**src/include/dial_pulse_defines.svh**
```systemverilog
`ifndef DIAL_PULSE_DEFINES_SVH
`define DIAL_PULSE_DEFINES_SVH

// clock rate and derived millisecond tick
`define CLK_HZ          40_000_000
`define MS_PER_S        1000
`define TICK_CYCLES     (`CLK_HZ / `MS_PER_S)

// pulse timing in milliseconds; time-out also given in seconds
`define BREAK_MS        60
`define MAKE_MS         40
`define INTERDIGIT_MS   400
`define EOD_AFTER_MS    600
`define EOD_WAIT_MS     (`EOD_AFTER_MS - `INTERDIGIT_MS)
`define TIMEOUT_S       10
`define TIMEOUT_MS      (`TIMEOUT_S * `MS_PER_S)

// digit encoding
`define NUM_DIGITS      10
`define ZERO_DIGIT      4'h0
`define ZERO_PULSES     4'hA
`define MAX_COUNT       4
`define CNT_W           3
`define STRAP_W         (`NUM_DIGITS * `CNT_W)
`define PHASE_W         10
`define TMO_W           14

`endif

```
**src/include/dial_pulse_pkg.sv**
```systemverilog
package dial_pulse_pkg;
   // gray codes along break -> make -> interdigit -> end-of-digit wait
   typedef enum logic [2:0] {
      ST_IDLE  = 3'b000,
      ST_BREAK = 3'b001,
      ST_MAKE  = 3'b011,
      ST_IDGT  = 3'b010,
      ST_EODW  = 3'b110
   } pulse_state_t;
endpackage

```
**src/hw/dial_pulse_release_control.sv**
```systemverilog
// What this block does
// - each trigger gives a 60 ms break then a 40 ms make on the relay
// - relay held operated between pulses until the next trigger
// - seizure operates the relay at once; while seized only a trigger releases it
// - first dialed digit alone fixes total digit count, up to four
// - strapped count per first digit selects the total used
// - first-digit gate armed at seizure, opened by first start-write, closed by the first digit lines
// - count end-of-digit pulses; at total assert release request
// - time-out starts timing at seizure, digit or not
// - ten seconds without outpulsing fires time-out relay
// - attendant option, no digit sent: time-out stores digit zero
// - direct option: time-out releases and cuts station through
// - outpulsing restarts time-out; ten seconds again after it ends
// - digit already sent: time-out cuts through and releases, no zero
// - stored digits pulsed in dialed order at ten pulses per second
// - pretranslation release on its own output, apart from time-out
// - end-of-digit pulse 600 ms after last pulse of digit
// - 400 ms interdigit timing before digit complete
`timescale 1ns/1ps
`include "dial_pulse_defines.svh"

module dial_pulse_release_control #(
   parameter int TICK_CYCLES = `TICK_CYCLES,
   parameter int TIMEOUT_MS  = `TIMEOUT_MS
) (
   input  wire logic                  clock,
   input  wire logic                  sys_rst,
   input  wire logic                  seize,
   input  wire logic [`NUM_DIGITS-1:0] digit_lines,
   input  wire logic                  start_write,
   input  wire logic                  attendant_opt,
   input  wire logic [`STRAP_W-1:0]   count_strap,
   input  wire logic [3:0]            digit_in,
   input  wire logic                  digit_in_valid,
   output logic                       digit_in_ready,
   output logic                       pulse_relay,
   output logic                       digit_done,
   output logic                       end_of_digit,
   output logic                       pretrans_release,
   output logic                       timeout_relay,
   output logic                       cut_through_relay,
   output logic                       store_zero
);
   import dial_pulse_pkg::*;

   // pins from the interface and receiver pass two flops first
   logic                   seize_m_r, seize_s_r;
   logic [`NUM_DIGITS-1:0] dl_m_r, dl_s_r;
   always_ff @(posedge clock) begin
      seize_m_r <= seize;
      seize_s_r <= seize_m_r;
      dl_m_r    <= digit_lines;
      dl_s_r    <= dl_m_r;
   end

   // millisecond enable from a divider; seizure released acts as reset
   logic [31:0] div_r;
   wire         idle_rst = sys_rst || !seize_s_r;
   wire         tick     = (div_r == 32'(TICK_CYCLES - 1));
   always_ff @(posedge clock) begin
      if (idle_rst || tick) div_r <= '0;
      else div_r <= div_r + 32'h0000_0001;
   end

   // pulse engine registers
   pulse_state_t         state_r, state_nxt;
   logic [`PHASE_W-1:0]  phase_r;
   logic [3:0]           left_r;
   logic                 inject_r;

   // digits come from memory in dialed order; injected zero has priority
   wire       take      = (state_r == ST_IDLE) && (digit_in_valid || inject_r);
   wire [3:0] take_val  = inject_r ? `ZERO_DIGIT : digit_in;
   wire [3:0] take_cnt  = (take_val == `ZERO_DIGIT) ? `ZERO_PULSES
                                                     : take_val;
   assign digit_in_ready = (state_r == ST_IDLE) && !inject_r
                           && seize_s_r;

   // phase end conditions in milliseconds
   wire brk_end  = tick && (phase_r == `PHASE_W'(`BREAK_MS - 1));
   wire make_end = tick && (phase_r == `PHASE_W'(`MAKE_MS - 1));
   wire idgt_end = tick && (phase_r == `PHASE_W'(`INTERDIGIT_MS - 1));
   wire eodw_end = tick && (phase_r == `PHASE_W'(`EOD_WAIT_MS - 1));
   wire last_pls = (left_r == 4'h1);

   // next state: break/make cycle gives 100 ms per pulse, i.e. 10 pps
   always_comb begin
      state_nxt = state_r;
      unique case (state_r)
         ST_IDLE:  if (take) state_nxt = ST_BREAK;
         ST_BREAK: if (brk_end) state_nxt = ST_MAKE;
         ST_MAKE:  if (make_end)
                      state_nxt = last_pls ? ST_IDGT : ST_BREAK;
         ST_IDGT:  if (idgt_end) state_nxt = ST_EODW;
         ST_EODW:  if (eodw_end) state_nxt = ST_IDLE;
         default:  state_nxt = ST_IDLE;
      endcase
   end

   wire phase_clr = (state_nxt != state_r) || (state_r == ST_IDLE);

   always_ff @(posedge clock) begin
      if (idle_rst) begin
         state_r <= ST_IDLE;
         phase_r <= '0;
      end else begin
         state_r <= state_nxt;
         if (phase_clr) phase_r <= '0;
         else if (tick) phase_r <= phase_r + `PHASE_W'(1);
      end
   end

   // pulses left in the current digit
   always_ff @(posedge clock) begin
      if (idle_rst) left_r <= 4'h0;
      else if (take) left_r <= take_cnt;
      else if (state_r == ST_MAKE && make_end) left_r <= left_r - 4'h1;
   end

   // relay operated whenever seized and not in a break
   always_ff @(posedge clock) begin
      if (sys_rst) pulse_relay <= 1'b0;
      else pulse_relay <= seize_s_r && (state_nxt != ST_BREAK);
   end

   // completion strobes
   always_ff @(posedge clock) begin
      if (idle_rst) begin
         digit_done   <= 1'b0;
         end_of_digit <= 1'b0;
      end else begin
         digit_done   <= (state_r == ST_IDGT) && idgt_end;
         end_of_digit <= (state_r == ST_EODW) && eodw_end;
      end
   end

   // first-digit gate and strapped count selection
   logic               gate_armed_r, gate_open_r;
   logic               zero_pick;
   logic [`CNT_W-1:0]  total_r, eod_cnt_r;
   logic [`CNT_W-1:0]  sel_cnt;
   wire                dl_any = |dl_s_r;
   always_comb begin
      sel_cnt = '0;
      for (int i = 0; i < `NUM_DIGITS; i++)
         if (dl_s_r[i]) sel_cnt = count_strap[i*`CNT_W +: `CNT_W];
   end
   wire [`CNT_W-1:0] sel_lim = (sel_cnt > `CNT_W'(`MAX_COUNT))
                               ? `CNT_W'(`MAX_COUNT) : sel_cnt;

   // a stored attendant zero picks its own total when no start-write
   // came first, so the zero still releases through pretranslation
   wire [`CNT_W-1:0] zero_cnt = count_strap[`CNT_W-1:0];
   wire [`CNT_W-1:0] zero_lim = (zero_cnt > `CNT_W'(`MAX_COUNT))
                                ? `CNT_W'(`MAX_COUNT) : zero_cnt;

   always_ff @(posedge clock) begin
      if (idle_rst) begin
         gate_armed_r <= 1'b1;
         gate_open_r  <= 1'b0;
         total_r      <= '0;
      end else begin
         if (gate_armed_r && start_write) begin
            gate_armed_r <= 1'b0;
            gate_open_r  <= 1'b1;
         end else if (gate_open_r && dl_any) begin
            gate_open_r  <= 1'b0;
            total_r      <= sel_lim;
         end else if (zero_pick) begin
            gate_armed_r <= 1'b0;
            total_r      <= zero_lim;
         end
      end
   end

   // end-of-digit counting toward pretranslated total
   wire hit = (total_r != '0) && (eod_cnt_r >= total_r);
   always_ff @(posedge clock) begin
      if (idle_rst) begin
         eod_cnt_r        <= '0;
         pretrans_release <= 1'b0;
      end else begin
         if (end_of_digit && !hit) eod_cnt_r <= eod_cnt_r + `CNT_W'(1);
         pretrans_release <= hit;
      end
   end

   // time-out: counts from seizure, held at zero while outpulsing
   logic [`TMO_W-1:0] tmo_r;
   logic              sent_r, fired_r;
   wire               busy = (state_r != ST_IDLE) || take || inject_r;
   wire               fire = tick && !busy && !fired_r
                             && (tmo_r == `TMO_W'(TIMEOUT_MS - 1));
   always_ff @(posedge clock) begin
      if (idle_rst || busy) tmo_r <= '0;
      else if (tick && !fired_r) tmo_r <= tmo_r + `TMO_W'(1);
   end

   // once a digit has gone out, time-out never dials zero
   always_ff @(posedge clock) begin
      if (idle_rst) sent_r <= 1'b0;
      else if (end_of_digit) sent_r <= 1'b1;
   end

   // time-out actions; fired holds until seizure ends
   wire zero_path = attendant_opt && !sent_r;
   assign zero_pick = fire && zero_path && gate_armed_r;
   always_ff @(posedge clock) begin
      if (idle_rst) begin
         fired_r           <= 1'b0;
         timeout_relay     <= 1'b0;
         cut_through_relay <= 1'b0;
         inject_r          <= 1'b0;
         store_zero        <= 1'b0;
      end else begin
         store_zero <= fire && zero_path;
         if (fire) begin
            fired_r       <= 1'b1;
            timeout_relay <= 1'b1;
            if (zero_path) inject_r <= 1'b1;
            else cut_through_relay <= 1'b1;
         end else if (take) begin
            inject_r <= 1'b0;
         end
      end
   end
endmodule

```
**config.mk**
```make
export PLATFORM = sky130hd
export DESIGN_NAME = dial_pulse_release_control
export DESIGN_NICKNAME = d
export VERILOG_FILES = /design/src/include/dial_pulse_pkg.sv /design/src/hw/dial_pulse_release_control.sv
export VERILOG_INCLUDE_DIRS = /design/src /design/src/include
export SDC_FILE = /design/constraint.sdc
export NUM_CORES = 1
export LEC_CHECK = 0
export ABC_CLOCK_PERIOD_IN_PS = 2600
export BUFFER_PORTS_ARGS = -buffer_cell sky130_fd_sc_hd__buf_2
export CAP_MARGIN = 20
export CORE_ASPECT_RATIO = 1.4
export CORE_MARGIN = 2
export CORE_UTILIZATION = 49
export DETAILED_ROUTE_END_ITERATION = 8
export HOLD_SLACK_MARGIN = 0.08
export PLACE_DENSITY = 0.79
export SYNTH_ARGS = -nofsm -noshare
export SYNTH_HDL_FRONTEND = slang
export SYNTH_SLANG_ARGS = --single-unit
```
**constraint.sdc**
```tcl
create_clock -name clock -period 2.6 [get_ports clock]
set_input_delay 0.13 -clock clock [delete_from_list [all_inputs] [get_ports clock]]
set_output_delay 0.13 -clock clock [all_outputs]
set_load 0.005 [all_outputs]
```
# Yosys cells after proc, flatten, opt, wreduce, memory -nomap -nowiden
# Index checks and enable logic that the tools add are counted.
# classes
n_mux	33
n_eq_ne	15
magnitude_cmp	3
bitwise_logic	2
add_sub_neg	5
n_reduce_logical	50
# ops
operator	n
2-to-1 mux 3 bit	19
adder 32 x 1 -> 32 bit (second input constant)	1
== test 32 x 16 -> 1 bit (second input constant)	1
logical AND 1 bit	22
== test 10 x 6 -> 1 bit (second input constant)	2
2-to-1 mux 4 bit	4
case mux 3 bit (5 select lines)	1
adder 14 x 1 -> 14 bit (second input constant)	1
== test 14 bit (second input constant)	1
adder 10 x 1 -> 10 bit (second input constant)	1
== test 10 x 8 -> 1 bit (second input constant)	1
== test 10 x 9 -> 1 bit (second input constant)	1
nonzero test 2 bit	5
OR reduction 10 bit	1
2-to-1 mux 1 bit	8
AND reduction 2 bit	4
logical OR 1 bit	7
== test 3 x 2 -> 1 bit (second input constant)	2
greater-than comparator 3 bit (second input constant)	2
logical NOT 1 bit	6
nonzero test 3 bit	2
== test 4 x 1 -> 1 bit (second input constant)	1
logical NOT 4 bit	1
subtractor 4 x 1 -> 4 bit (second input constant)	1
12 further kinds	13
# word_totals
regBits	102
input_bits	50

# Logic depth before layout (Yosys ltp)
# depth
depth_word	13
mapped_depth	9
mapped_depth_nobuf	8

# Worst setup path before layout
# Ideal clock, no wire load.
# synth_timing
kind	register -> register
startpoint	register div_r[0]
endpoint	register tmo_r[13]
setup_slack_ns	0.325
setup_ns	0.071
arrival_ns	2.204
required_time_ns	2.529
synth_period_minus_slack_ns	2.275
path_buffers	1
path_stages_with_launch	9
cell_sequence	dfxtp_1 ha_1 nand2_1 or2_1 buf_6 nor4_4 nand4_2 or4_1 a21oi_1
# synth_between
elab_chain_len	2
# synth_lines
item	line	text
from (decl)	dial_pulse_release_control.sv:57	logic [31:0] div_r;
from (signal assigned)	dial_pulse_release_control.sv:62	else div_r <= div_r + 32'h0000_0001;
== test 32 x 16 -> 1 bit	dial_pulse_release_control.sv:59	wire tick = (div_r == 32'(TICK_CYCLES - 1));
logical AND 1 bit	dial_pulse_release_control.sv:196	else if (tick && !fired_r) tmo_r <= tmo_r + `TMO_W'(1);
to (signal assigned)	dial_pulse_release_control.sv:196	
to (decl)	dial_pulse_release_control.sv:189	logic [`TMO_W-1:0] tmo_r;
# Every way passes these cells.
# A chain may end at the register's enable or synchronous reset.

# Worst setup path in the final report
# layout_timing
startpoint	register div_r[7]
endpoint	register tmo_r[10]
# Same word-level chain as after synthesis.

==> results.cfg <==
[grt]
antenna_found_initial = 0
grt_pass1_wl_um = 18200
grt.total_usage_pct = 21.6
grt_max_degree = 30
overflow = 0
first_global_vias = 4186

[clock_network]
cts-resized-gates = 0
cts_tree = yes
cts_root_buf = clkbuf_16
cts-htree-levels = 3
path_clk_slew_ns = 0.07
cts_setup_buffers = 0
clk_latency_ns = 0.36
clk_path_buf_depth = 2
cts_sinks = 102
cts_buffers = 9

[place]
placed_cells = 708
gp_congestion = 0.892
port_buffers = 57
dp_hpwl_um = 7690
preCtsSetupSlack_ns = 0.256

[timing]
rsz0062_at_grt = false
fin_crit_ns = 2.38
min_period_over_period_pct = 91.7
setup_viol = 0
slew_violations = 0
fin_setup_tns_ns = 0
tightest_slew_ns = 0.575
max_slew_margin_pct = 60.7
clock-skew-final_ns = 0.0103
final_hold_viol_count = 0
fmax_mhz = 419
layout_setup_ws_ns = 0.216

[routing]
viasPerCell = 5.73
antenna_left = 0
wl_per_cell_um = 14.5
wirelength_um = 10700
drt-initial-drc-count = 266
post-route-drc-count = 0
dr.pass1.iters = 5
vias = 4231

[yosys]
syn-num-nets = 611
ys_warn_count = 0
netlist_instances = 552
ys_seq_area_share_pct = 42.9
synth_edf_count = 0
syn-mean-instance-area_sq_um = 8.62
synth-main-ff-cell = dfxtp_1
synth-seq-cells = 102
yosysUniqueCellTypes = 60
async_flop_share_pct = 0
syn_area_sq_um = 4760

[min_path]
worstHoldPathCells = 3
min-delay-start = digit_in[3]
hp-class = in2reg
hold_end = left_r[3]

[worst_setup_path]
cp_common_cell = nand4_2
rr_worst_depth = 6
end_kind = register
reg2reg_to = tmo_r[10]
startpoint_type = register
path_class = reg2reg
r2r-start = div_r[7]
path_cells = nor4_1 > nand4_2 > nor4_4 > nand4_2 > or4_1 > a21oi_1
path_buf_inv = 0
cpPeakStageDelay_ns = 0.47
worstPathArrival_ns = 2.66
critPathSlowestCell = or4_1
cp_max_fo = 9
cpLargestDelayFamily = simple AND/OR/NAND/NOR gates
rrSetupSlack_ns = 0.22
required_ns = 2.88

[cells_and_area]
area_growth_pct = 17.9
stdcell_count = 738
diodes = 0
drive_gt1_share_pct = 16.4
layout.nets = 682

[pwr]
p_leak_uw = 0.00208
peakVddDrop_uv = 458
p_per_area_nw_per_um2 = 565

[run]
maxCapViolCount = 0

[floorplanning]
die_area_sq_um = 10500
core_sq_um = 9460
die_w_um = 87.3
ios = 58
start_util_pct = 50.3
die_h_um = 121
rows = 42

[outcome]
status = completed
[flip-flops by register name, indices dropped and copies added (netlist names)]
signal and flops:
dl_m_r 10, pulse_relay 1, sent_r 1, state_r 3
cut_through_relay 1, tmo_r 14, seize_s_r 1, gate_open_r 1
pretrans_release 1, div_r 32, end_of_digit 1, seize_m_r 1
phase_r 10, dl_s_r 10, digit_done 1, left_r 4
store_zero 1, fired_r 1, eod_cnt_r 3, gate_armed_r 1
total_r 3, inject_r 1
[layer usage]
metal	up-vias	track usage [%]	wire length [um]
met1	1986	23.5	4290
met5	-	0	0
met3	15	4.78	569
li1	2112	-	-
met2	118	39.0	5640
met4	0	9.23	204
[what timing repair did]
item / 4_1_cts / 5_1_grt
setup endpoints to repair: 0 / 3
hold buffers: 14 / 0
endpoints found under the hold margin: 15 / 0
[logic make-up (layout without fill, tap and decap cells)]
family,count (synthesis),in the layout,synth area share [%]
multiplexers,3,3,0.631
adder cells (fa/ha/maj),9,9,2.37
XOR/XNOR,46,46,8.46
flip-flops,102,102,42.9
AO/OA/AOI/OAI,82,82,10.7
AND/OR/NAND/NOR,272,272,31.6
buffers and inverters,38,114,3.34
[stage by stage]
stage / total power [uW] / area, sq um / utilization [%] / hold slack (ns)
floorplan: 1710 / 4760 / - / 0.158
CTS: 3200 / 5610 / 59.3 / 0.0820
global placement: 1770 / 5160 / 54.5 / 0.234
global route: 3280 / 5610 / 59.3 / 0.109
finish: 3170 / 5610 / 59.3 / 0.0932
detailed placement: 1780 / 5160 / 54.5 / 0.234
[worst max-delay path by stage]
stage / start / to / depth (start not counted)
after global routing: div_r[17] / phase_r[5] / 6
after global placement: div_r[17] / phase_r[5] / 6
after detailed placement: div_r[0] / tmo_r[10] / 7
after CTS: div_r[7] / tmo_r[12] / 6
after floorplan: div_r[0] / tmo_r[13] / 8
final: div_r[7] / tmo_r[10] / 6
[tightest hold or removal path: stages]
cell and delay, ns:
buf_2 0.09, o41ai_1 0.08, a21oi_1 0.10
[cells in the final DEF, fill, tap and decap left out, types with 14 or more instances in the layout]
cell           synthesis  layout
nand4_1               15      15
nand2_1               48      48
xor2_1                30      30
dfxtp_1              102     102
o21ai_0               18      18
nand3_1               24      24
nor2_1                62      62
a21oi_1               30      30
buf_2                  1      57
nor3_1                17      17
and3_1                14      14
nor4_1                20      20
dlygate4sd3_1          0      14
inv_1                 18      18
xnor2_1               16      16
[power by group]
group | leakage (uW) | internal (uW) | switching, uW
Combinational | 0.00110 | 76.3 | 71.1
Clock | 0.000152 | 772 | 643
Sequential | 0.000831 | 1590 | 24.1
[layout make-up]
type	instances	area [sq um]
inverter	18	67.6
fill	819	3850
clock buffer	9	225
tap	110	138
sequential	102	2040
clock inverter	7	88.8
timing repair buffer	80	493
multi-input combinational	412	2560
[synthesized netlist by cell type (9+ instances only)]
cell	count	area, sq um
dfxtp_1	102	2040
nor2_1	62	233
nand2_1	48	180
a21oi_1	30	150
xor2_1	30	263
nand3_1	24	120
nor4_1	20	125
inv_1	18	67.6
o21ai_0	18	90.1
nor3_1	17	85.1
xnor2_1	16	140
clkbuf_1	15	56.3
nand4_1	15	93.8
and3_1	14	87.6
or3_1	13	81.3
ha_1	9	113
Power figures use the tool's default switching activity.
